**config.mk**
```make
export PLATFORM = sky130hd
export DESIGN_NAME = two_wire_slave_engine
export DESIGN_NICKNAME = d
export VERILOG_FILES = /design/src/two_wire_slave_pkg.sv /design/src/two_wire_slave_engine.sv
export VERILOG_INCLUDE_DIRS = /design/src
export SDC_FILE = /design/constraint.sdc
export NUM_CORES = 1
export LEC_CHECK = 0
export BUFFER_PORTS_ARGS = -buffer_cell sky130_fd_sc_hd__buf_2
export CORE_MARGIN = 2
export CORE_UTILIZATION = 29
export CTS_CLUSTER_SIZE = 24
export DETAILED_ROUTE_END_ITERATION = 10
export HOLD_SLACK_MARGIN = 0.08
export SYNTH_ARGS = -nofsm -noshare
export SYNTH_HDL_FRONTEND = slang
export SYNTH_SLANG_ARGS = --single-unit
```
**constraint.sdc**
```tcl
create_clock -name sys_clk -period 4.52 [get_ports sys_clk]
set_input_delay 0.226 -clock sys_clk [delete_from_list [all_inputs] [get_ports sys_clk]]
set_output_delay 0.226 -clock sys_clk [all_outputs]
set_load 0.02 [all_outputs]
```
**src/two_wire_slave_map.svh**
```systemverilog
// Offsets, field positions, reset values and status codes of the slave engine
`ifndef TWO_WIRE_SLAVE_MAP_SVH
`define TWO_WIRE_SLAVE_MAP_SVH
// Overview of operation
// - Status codes assume the prescaler field reads zero or is masked.
// - Own address in upper seven bits; bit 0 enables general call 0x00.
// - Matched address with read bit enters transmit, otherwise receive.
// - After address and direction acknowledged, flag set with valid status.
// - Lost arbitration then addressed for read reports 0xB0.
// - In 0x90 next general-call byte gets ACK if ack enable set.
// - In 0x98 drop to not-addressed after flag clear; exits per bits.
// - STOP or repeated START while addressed reports 0xA0, then not addressed.
// - Not addressed with ack enable 0: no own or general call match.
// - Not addressed with ack enable 1: own address, general call if enabled.
// - Start request set on leaving: queue START until bus is free.
// - Ack enable cleared in transmit: one last byte, then 0xC0 or 0xC8.
// - Master ACK after last byte gives 0xC8.
// - After last byte, ignore further clocks; data line released.
// - Ack enable zero ignores own address; recognition resumes when set.
// - In clock-stopped sleep, still acknowledge address and wake the part.
// - After wake-up match, hold clock low until flag cleared by one.
// - After clock-stopped sleep, data register need not hold bus byte.
// - In 0x60/0x80 next byte gets ACK if ack enable set, else NACK.
// - In 0x88 drop to not-addressed; exits as general-call NACK case.
// - In 0xA8/0xB8 send loaded byte; last one if ack enable zero.
`define TW_OFF_CTRL 2'h0
`define TW_OFF_STATUS 2'h1
`define TW_OFF_DATA 2'h2
`define TW_OFF_OWN 2'h3
`define TW_CTRL_RESET 8'h00
`define TW_OWN_RESET 8'hfe
`define TW_DATA_RESET 8'hff
`define TW_PRESC_LSB 0
`define TW_PRESC_MSB 1
`define TW_GCE_BIT 0
`define TW_ST_SLA_W 8'h60
`define TW_ST_ARB_SLA_W 8'h68
`define TW_ST_GC 8'h70
`define TW_ST_ARB_GC 8'h78
`define TW_ST_DATA_ACK 8'h80
`define TW_ST_DATA_NACK 8'h88
`define TW_ST_GC_ACK 8'h90
`define TW_ST_GC_NACK 8'h98
`define TW_ST_STOP 8'ha0
`define TW_ST_SLA_R 8'ha8
`define TW_ST_ARB_SLA_R 8'hb0
`define TW_ST_TX_ACK 8'hb8
`define TW_ST_TX_NACK 8'hc0
`define TW_ST_LAST_ACK 8'hc8
`define TW_ST_NONE 8'hf8
`endif

```
**src/two_wire_slave_pkg.sv**
```systemverilog
// Types shared by the slave engine
`default_nettype none
package two_wire_slave_pkg;
   typedef enum logic [3:0] {
      ST_IDLE = 4'h0, ST_ADDR = 4'h1, ST_AACK = 4'h3, ST_HOLD = 4'h2,
      ST_RX = 4'h6, ST_RXACK = 4'h7, ST_TX = 4'h5, ST_TXACK = 4'h4,
      ST_IGNORE = 4'hc
   } state_t;
   typedef struct packed {
      logic flag;
      logic ack_en;
      logic start_req;
      logic stop_req;
      logic rsv3;
      logic enable;
      logic rsv1;
      logic int_en;
   } ctrl_t;
   typedef struct packed {
      logic [1:0] addr;
      logic [7:0] wdata;
      logic wr;
      logic rd;
   } reg_req_t;
endpackage : two_wire_slave_pkg
`default_nettype wire

```
**src/two_wire_slave_engine.sv**
```systemverilog
// Two-wire slave engine: receiver tail, transmitter, register port
`include "two_wire_slave_map.svh"
`default_nettype none
module two_wire_slave_engine
   import two_wire_slave_pkg::*;
(
   // Clock and reset
   input wire logic sys_clk,
   input wire logic reset_n,
   // Register port
   input wire reg_req_t req,
   output logic [7:0] rdata,
   // Bus pins, open drain
   input wire logic scl_i,
   output logic scl_o,
   output logic scl_oe,
   input wire logic sda_i,
   output logic sda_o,
   output logic sda_oe,
   // Master side and power
   input wire logic arb_lost,
   input wire logic sleep_stopped,
   output logic wake_request,
   output logic start_launch
);
   ////////////////////////////////////////////////////////////////////////////
   state_t state_q;
   ctrl_t ctrl_q;
   logic [7:0] own_q, data_q, status_q, sh_q, txsh_q, rdata_q, ev_code;
   logic [1:0] presc_q;
   logic [3:0] bitcnt_q;
   logic scl_s1, scl_s2, scl_s3, sda_s1, sda_s2, sda_s3;
   logic dir_q, gc_q, arb_q, last_q, nack_q, ack_plan_q, addressed_q;
   logic start_pend_q, bus_free_q, sda_oe_q, scl_oe_q, wake_q;
   logic scl_rise, scl_fall, start_det, stop_det, ev_set;
   logic match_own, match_gc, addr_hit, flag_clear, hold_done, is_tx, is_rx;

   ////////////////////////////////////////////////////////////////////////////
   // Pin synchronisers
   always_ff @(posedge sys_clk or negedge reset_n) begin
      if (!reset_n) begin
         {scl_s1, scl_s2, scl_s3} <= 3'h7;
         {sda_s1, sda_s2, sda_s3} <= 3'h7;
      end else begin
         {scl_s1, scl_s2, scl_s3} <= {scl_i, scl_s1, scl_s2};
         {sda_s1, sda_s2, sda_s3} <= {sda_i, sda_s1, sda_s2};
      end
   end

   assign scl_rise = scl_s2 & ~scl_s3;
   assign scl_fall = ~scl_s2 & scl_s3;
   assign start_det = scl_s2 & scl_s3 & ~sda_s2 & sda_s3;
   assign stop_det = scl_s2 & scl_s3 & sda_s2 & ~sda_s3;

   ////////////////////////////////////////////////////////////////////////////
   // Address match
   // general call gate
   assign match_gc = (sh_q[7:1] == 7'h00) & own_q[`TW_GCE_BIT] & ~sh_q[0];
   assign match_own = (sh_q[7:1] == own_q[7:1]) & (sh_q[7:1] != 7'h00);
   assign addr_hit = ctrl_q.ack_en & (match_own | match_gc);
   assign flag_clear = req.wr & (req.addr == `TW_OFF_CTRL) & req.wdata[7];
   assign hold_done = (state_q == ST_HOLD) & ~ctrl_q.flag;
   assign is_tx = (status_q == `TW_ST_SLA_R) | (status_q == `TW_ST_ARB_SLA_R)
                | (status_q == `TW_ST_TX_ACK);
   assign is_rx = (status_q == `TW_ST_SLA_W) | (status_q == `TW_ST_ARB_SLA_W)
                | (status_q == `TW_ST_GC) | (status_q == `TW_ST_ARB_GC)
                | (status_q == `TW_ST_DATA_ACK) | (status_q == `TW_ST_GC_ACK);

   ////////////////////////////////////////////////////////////////////////////
   // Bus events and status codes
   always_comb begin
      ev_set = 1'b0;
      ev_code = `TW_ST_NONE;
      if (addressed_q & (start_det | stop_det)) begin
         ev_set = 1'b1;
         ev_code = `TW_ST_STOP;
      end else if (scl_fall) begin
         case (state_q)
            ST_AACK: begin
               ev_set = 1'b1;
               if (dir_q)
                  ev_code = arb_q ? `TW_ST_ARB_SLA_R : `TW_ST_SLA_R;
               else if (gc_q)
                  ev_code = arb_q ? `TW_ST_ARB_GC : `TW_ST_GC;
               else
                  ev_code = arb_q ? `TW_ST_ARB_SLA_W : `TW_ST_SLA_W;
            end
            ST_RXACK: begin
               ev_set = 1'b1;
               if (ack_plan_q)
                  ev_code = gc_q ? `TW_ST_GC_ACK : `TW_ST_DATA_ACK;
               else
                  ev_code = gc_q ? `TW_ST_GC_NACK : `TW_ST_DATA_NACK;
            end
            ST_TXACK: begin
               ev_set = 1'b1;
               if (nack_q)
                  ev_code = `TW_ST_TX_NACK;
               else
                  ev_code = last_q ? `TW_ST_LAST_ACK : `TW_ST_TX_ACK;
            end
            default: begin
               ev_set = 1'b0;
            end
         endcase
      end
   end

   ////////////////////////////////////////////////////////////////////////////
   // Engine state machine
   always_ff @(posedge sys_clk or negedge reset_n) begin
      if (!reset_n) begin
         state_q <= ST_IDLE;
         bitcnt_q <= 4'h0;
         sh_q <= 8'h00;
         txsh_q <= 8'hff;
         dir_q <= 1'b0;
         gc_q <= 1'b0;
         last_q <= 1'b0;
         nack_q <= 1'b1;
         ack_plan_q <= 1'b0;
      end else if (!ctrl_q.enable) begin
         state_q <= ST_IDLE;
         bitcnt_q <= 4'h0;
      end else if (start_det) begin
         state_q <= ST_ADDR;
         bitcnt_q <= 4'h0;
      end else if (stop_det & (state_q != ST_HOLD)) begin
         state_q <= ST_IDLE;
      end else begin
         case (state_q)
            ST_ADDR: begin
               if (scl_rise) begin
                  sh_q <= {sh_q[6:0], sda_s2};
                  bitcnt_q <= bitcnt_q + 4'h1;
               end else if (scl_fall & (bitcnt_q == 4'h8)) begin
                  state_q <= addr_hit ? ST_AACK : ST_IGNORE;
                  dir_q <= sh_q[0];
                  gc_q <= match_gc;
                  bitcnt_q <= 4'h0;
               end
            end
            ST_AACK: begin
               if (scl_fall)
                  state_q <= ST_HOLD;
            end
            ST_HOLD: begin
               if (!ctrl_q.flag) begin
                  if (is_tx) begin
                     state_q <= ST_TX;
                     txsh_q <= data_q;
                     last_q <= ~ctrl_q.ack_en;
                  end else if (is_rx) begin
                     state_q <= ST_RX;
                     ack_plan_q <= ctrl_q.ack_en;
                  end else begin
                     state_q <= ST_IDLE;
                  end
               end
            end
            ST_RX: begin
               if (scl_rise) begin
                  sh_q <= {sh_q[6:0], sda_s2};
                  bitcnt_q <= bitcnt_q + 4'h1;
               end else if (scl_fall & (bitcnt_q == 4'h8)) begin
                  state_q <= ST_RXACK;
                  bitcnt_q <= 4'h0;
               end
            end
            ST_RXACK: begin
               if (scl_fall)
                  state_q <= ST_HOLD;
            end
            ST_TX: begin
               if (scl_fall) begin
                  txsh_q <= {txsh_q[6:0], 1'b1};
                  bitcnt_q <= bitcnt_q + 4'h1;
                  if (bitcnt_q == 4'h7) begin
                     state_q <= ST_TXACK;
                     bitcnt_q <= 4'h0;
                  end
               end
            end
            ST_TXACK: begin
               if (scl_rise)
                  nack_q <= sda_s2;
               else if (scl_fall)
                  state_q <= ST_HOLD;
            end
            default: begin
               // idle and ignore keep the line released
               state_q <= state_q;
            end
         endcase
      end
   end

   ////////////////////////////////////////////////////////////////////////////
   // Pin drive
   always_ff @(posedge sys_clk or negedge reset_n) begin
      if (!reset_n) begin
         sda_oe_q <= 1'b0;
         scl_oe_q <= 1'b0;
      end else begin
         sda_oe_q <= (state_q == ST_AACK) | ((state_q == ST_RXACK) & ack_plan_q)
                   | ((state_q == ST_TX) & ~txsh_q[7]);
         scl_oe_q <= (state_q == ST_HOLD) & ctrl_q.flag;
      end
   end

   assign sda_oe = sda_oe_q;
   assign scl_oe = scl_oe_q;
   assign sda_o = 1'b0;
   assign scl_o = 1'b0;

   ////////////////////////////////////////////////////////////////////////////
   // Addressed, arbitration and bus-free tracking
   always_ff @(posedge sys_clk or negedge reset_n) begin
      if (!reset_n) begin
         addressed_q <= 1'b0;
         arb_q <= 1'b0;
         bus_free_q <= 1'b1;
      end else begin
         if (ev_set)
            addressed_q <= (ev_code != `TW_ST_STOP) & (ev_code != `TW_ST_DATA_NACK)
                         & (ev_code != `TW_ST_GC_NACK) & (ev_code != `TW_ST_TX_NACK)
                         & (ev_code != `TW_ST_LAST_ACK);
         if (arb_lost)
            arb_q <= 1'b1;
         else if (ev_set)
            arb_q <= 1'b0;
         if (stop_det)
            bus_free_q <= 1'b1;
         else if (start_det)
            bus_free_q <= 1'b0;
      end
   end

   ////////////////////////////////////////////////////////////////////////////
   // Queued start
   // launch when bus free
   assign start_launch = start_pend_q & bus_free_q;
   always_ff @(posedge sys_clk or negedge reset_n) begin
      if (!reset_n)
         start_pend_q <= 1'b0;
      else if (hold_done & ~is_tx & ~is_rx & ctrl_q.start_req)
         start_pend_q <= 1'b1;
      else if (start_launch)
         start_pend_q <= 1'b0;
   end

   ////////////////////////////////////////////////////////////////////////////
   // Wake request
   // wake the part on a match
   always_ff @(posedge sys_clk or negedge reset_n) begin
      if (!reset_n)
         wake_q <= 1'b0;
      else if (ev_set & sleep_stopped)
         wake_q <= 1'b1;
      else if (!sleep_stopped)
         wake_q <= 1'b0;
   end
   assign wake_request = wake_q;

   ////////////////////////////////////////////////////////////////////////////
   // Registers
   always_ff @(posedge sys_clk or negedge reset_n) begin
      if (!reset_n) begin
         ctrl_q <= `TW_CTRL_RESET;
      end else begin
         if (req.wr & (req.addr == `TW_OFF_CTRL)) begin
            ctrl_q <= req.wdata;
            ctrl_q.rsv3 <= 1'b0;
            ctrl_q.rsv1 <= 1'b0;
            ctrl_q.flag <= ctrl_q.flag & ~flag_clear;
         end
         // Hardware set wins over software clear
         if (ev_set)
            ctrl_q.flag <= 1'b1;
      end
   end

   always_ff @(posedge sys_clk or negedge reset_n) begin
      if (!reset_n) begin
         own_q <= `TW_OWN_RESET;
         presc_q <= 2'h0;
         status_q <= `TW_ST_NONE;
      end else begin
         if (req.wr & (req.addr == `TW_OFF_OWN))
            own_q <= req.wdata;
         if (req.wr & (req.addr == `TW_OFF_STATUS))
            presc_q <= req.wdata[`TW_PRESC_MSB:`TW_PRESC_LSB];
         if (ev_set)
            status_q <= ev_code;
      end
   end

   always_ff @(posedge sys_clk or negedge reset_n) begin
      if (!reset_n)
         data_q <= `TW_DATA_RESET;
      else if ((state_q == ST_RX) & scl_fall & (bitcnt_q == 4'h8) & ~sleep_stopped)
         data_q <= sh_q;
      else if (req.wr & (req.addr == `TW_OFF_DATA))
         data_q <= req.wdata;
   end

   always_ff @(posedge sys_clk or negedge reset_n) begin
      if (!reset_n)
         rdata_q <= 8'h00;
      else if (req.rd) begin
         case (req.addr)
            `TW_OFF_CTRL: rdata_q <= ctrl_q;
            `TW_OFF_STATUS: rdata_q <= {status_q[7:3], 1'b0, presc_q};
            `TW_OFF_DATA: rdata_q <= data_q;
            default: rdata_q <= own_q;
         endcase
      end else
         rdata_q <= 8'h00;
   end
   assign rdata = rdata_q;

   ////////////////////////////////////////////////////////////////////////////
   // Checks
   clk_stretch_a: assert property (@(posedge sys_clk) disable iff (!reset_n)
      (state_q == ST_HOLD) & ctrl_q.flag |=> scl_oe) else $error("clock not held");
   gc_ignore_a: assert property (@(posedge sys_clk) disable iff (!reset_n)
      (state_q == ST_ADDR) & scl_fall & (bitcnt_q == 4'h8) & (sh_q == 8'h00)
      & ~own_q[0] & ~start_det & ctrl_q.enable |=> state_q == ST_IGNORE)
      else $error("general call answered");
   no_addr_a: assert property (@(posedge sys_clk) disable iff (!reset_n)
      (state_q == ST_ADDR) & scl_fall & (bitcnt_q == 4'h8) & ~ctrl_q.ack_en
      & ~start_det & ctrl_q.enable |=> state_q == ST_IGNORE)
      else $error("address answered without ack enable");
   arb_read_a: assert property (@(posedge sys_clk) disable iff (!reset_n)
      (state_q == ST_AACK) & scl_fall & dir_q & arb_q & ~addressed_q
      |=> ctrl_q.flag && status_q == `TW_ST_ARB_SLA_R) else $error("no 0xb0");
   rx_ack_a: assert property (@(posedge sys_clk) disable iff (!reset_n)
      (state_q == ST_RXACK) & ack_plan_q & ~start_det & ~stop_det |=> sda_oe)
      else $error("ack not driven");
   rx_nack_a: assert property (@(posedge sys_clk) disable iff (!reset_n)
      (state_q == ST_RXACK) & ~ack_plan_q |=> !sda_oe)
      else $error("nack not released");
   stop_code_a: assert property (@(posedge sys_clk) disable iff (!reset_n)
      addressed_q & stop_det |=> status_q == `TW_ST_STOP && !addressed_q)
      else $error("no 0xa0");
   last_ack_a: assert property (@(posedge sys_clk) disable iff (!reset_n)
      (state_q == ST_TXACK) & scl_fall & ~nack_q & last_q & ~addressed_q == 1'b0
      & ~start_det & ~stop_det |=> status_q == `TW_ST_LAST_ACK)
      else $error("no 0xc8");
   idle_release_a: assert property (@(posedge sys_clk) disable iff (!reset_n)
      (state_q == ST_IDLE) [*2] |-> !sda_oe) else $error("line driven when idle");
endmodule : two_wire_slave_engine
`default_nettype wire

```
==> flow_metrics.tcl <==
set metrics [dict create \
    clk_pin_slew_ps 60 \
    cts_resized 0 \
    crit_buf_inv 0 \
    final_layout_size_suffix_gt1_share_pct 31.9 \
    combPwrFrac_pct 22.0 \
    initial_core_util_pct 29.4 \
    routedWlPerCell_um 15.8 \
    ys.warnings.count 0 \
    grt_first_pass_wirelength_um 15300 \
    post-cts-setup-buffers 0 \
    critPathCaptureType "flip-flop" \
    peakVddDrop_v 0.000196 \
    fill_cells 1360 \
    place_ws_ps 2150 \
    fin_crit_sh_pct 52.9 \
    yosysUniqueCellTypes 56 \
    cts_sinks 79 \
    coreArea_um2 13700 \
    overflow 0 \
    synth-async-reset-ratio_pct 100 \
    fin_setup_tns_ps 0 \
    syn2layout_area_growth_pct 16.4 \
    synth_area_per_cell_um2 10.8 \
    vias 2956 \
    ys.flop_type "dfrtp_1" \
    drc 0 \
    totalPowerFinal_mw 2.38 \
    slew_headroom_pct 19.4 \
    rows 43 \
    tightest_slew_ps 1210 \
    drt-vias-per-instance 5.04 \
    startpoint_type "flip-flop" \
    antenna_found_initial 0 \
    synth_adder_area_share_pct 0.620 \
    gp_congestion 0.884 \
    max-cap-violations 0 \
    synth_edf_count 0 \
    p_clk_share_pct 33.0 \
    layout_commonest_cell "dfrtp_1" \
    final_util_pct 34.3 \
    yosys-top-cells-area "dfrtp_1, dfstp_2, mux2_2" \
    max-clock-path-buffers 2 \
    setup-violations-final 0 \
    arrival_ps 2610 \
    die_y_um 122 \
    period_needed_ps 2390 \
    slew_violations 0 \
    synth_top_cell_area_share_pct 26.7 \
    outcome "finished, final reports clean" \
    swShare_pct 31.2 \
    multi_input_area_um2 1920 \
    p_leak_nw 1.97 \
    cpMaxStageDelayCell "dfrtp_1" \
    grt_util_all_layers_pct 13.4 \
    cp_max_fo 17 \
    antenna_cells 0 \
    portBuffers 29 \
    synth_top_family_by_area "simple AND/OR/NAND/NOR gates" \
    synth-seq-cells 79 \
    setup_slack_ps 2130 \
    cpLargestDelayFamily "simple AND/OR/NAND/NOR gates" \
    grt_start_max_net_pins 80 \
    hold_class "input port to asynchronous set/reset pin" \
    clkLatencyLatePin_ps 340 \
    yosysTopAreaCell "dfrtp_1" \
    rsz0062_at_grt "false" \
    muxShareOfSynthArea_pct 15.4 \
    clock_skew_ps 7.17 \
    final_hold_viol_count 0 \
    clockRootBuffer "clkbuf_16" \
    synth-simple-area-share_pct 18.3 \
    die_w_um 122 \
    first_pass_iters 4 \
    path_cells "nand2b_1 -> or3_4 -> nand3_1 -> nand2_1 -> nor3_4 -> mux2_2" \
    htreeDepth 3 \
    pin_count 32 \
    p_int_mw 1.64 \
    timing.fmax_ghz 0.418 \
    max_stage_delay_ps 640 \
    drt_wl_total_um 9290 \
    path_class "flip-flop to flip-flop" \
    cts_buffers 9 \
    regArea_um2 2020 \
    dp_hpwl_um 6720 \
    grt_pass1_vias 2941 \
    power_density_nw_per_um2 507 \
    synth-compound-area-share_pct 11.0 \
    mostFrequentLayoutCells "dfrtp_1, dfstp_2, nor2_1, nand2_1, mux2_2" \
    syn-cell-area_um2 4040 \
    postCtsHoldBufs 3 \
    yosysSeqAreaShare_pct 50.1 \
    pwr-share-seq_pct 44.9 \
    cts_tree "yes" \
    die_area_um2 14900 \
    synth_xor_area_share_pct 1.95 \
    drt-initial-drc-count 248 \
    postRouteAntennaNets 0 \
    crit_required_ps 4740 \
    layout.nets 422 \
    reg2reg_slack_ps 2130 \
    syn_inst 374 \
    switching_power_uw 743 \
]
cell families after synthesis:
group / after synthesis
buffers and inverters: 23
DFF: 79
xor gates and xnor gates: 9
adders and majority gates: 2
muxes: 52
and+or+nand+nor: 137
other: 1
AOI/OAI and AO/OA: 71
cell type report:
cell class | instances | share of cell area [%]
Tap cell | 180 | 4.79
Inverter | 6 | 0.479
Clock inverter | 5 | 1.73
Sequential cell | 79 | 43.0
Timing Repair Buffer | 33 | 3.94
Multi-Input combinational cell | 273 | 40.9
Clock buffer | 11 | 5.17
power groups by stage:
stage	Sequential [mW]	Combinational (mW)	Clock, mW
final	1.07	0.525	0.786
after global routing	1.10	0.581	0.835
after CTS	1.07	0.525	0.806
after detailed placement	1.08	0.521	0
after global placement	1.07	0.508	0
after floorplan	0.990	0.435	0
Yosys cell counts (all sizes together), types with 8 or more instances:
library cell / count
a21oi: 20
and2: 8
buf: 9
clkbuf: 8
dfrtp: 43
dfstp: 36
mux2: 30
mux2i: 17
nand2: 32
nand3: 9
nor2: 31
nor2b: 11
nor3: 14
o21ai: 22
xor2: 8
registers in the layout (all words and copies together), names as in the netlist, 4 cells and up:
name / count
rdata: 8
txsh_q: 8
state_q: 4
bitcnt_q: 4
ctrl_q: 6
own_q: 8
status_q: 5
data_q: 8
sh_q: 8
metrics by stage:
step                      hold slack (ps)  instance area, um2  std cells
after detailed placement              339                4350        568
after global placement                334                4350        568
final                                48.0                4700        587
after CTS                            94.7                4700        587
after global routing                  124                4700        587
after floorplan                     -69.6                4040        375
final timing paths:
kind | startpoint | endpoint | depth (start not counted)
max | state_q[1]$_DFFE_PN0P_ | sh_q[6]$_DFFE_PN0P_ | 6
min | reset_n | rdata[2]$_DFF_PN0_ | 1
max reg2reg | state_q[1]$_DFFE_PN0P_ | sh_q[6]$_DFFE_PN0P_ | 6
min reg2reg | sda_s1$_DFF_PN1_ | sda_s2$_DFF_PN1_ | 0
max in group asynchronous | reset_n | arb_q$_DFFE_PN0P_ | 1
min in group sys_clk | sleep_stopped | wake_request$_DFFE_PN0P_ | 2
metal layers:
layer  routed length, um  global-route usage [%]
met5                   0                       0
met4                 170                    5.82
met1                4260                    18.1
met3                 394                    2.81
met2                4470                    20.7
No activity file was read; power rests on OpenSTA's default activity.
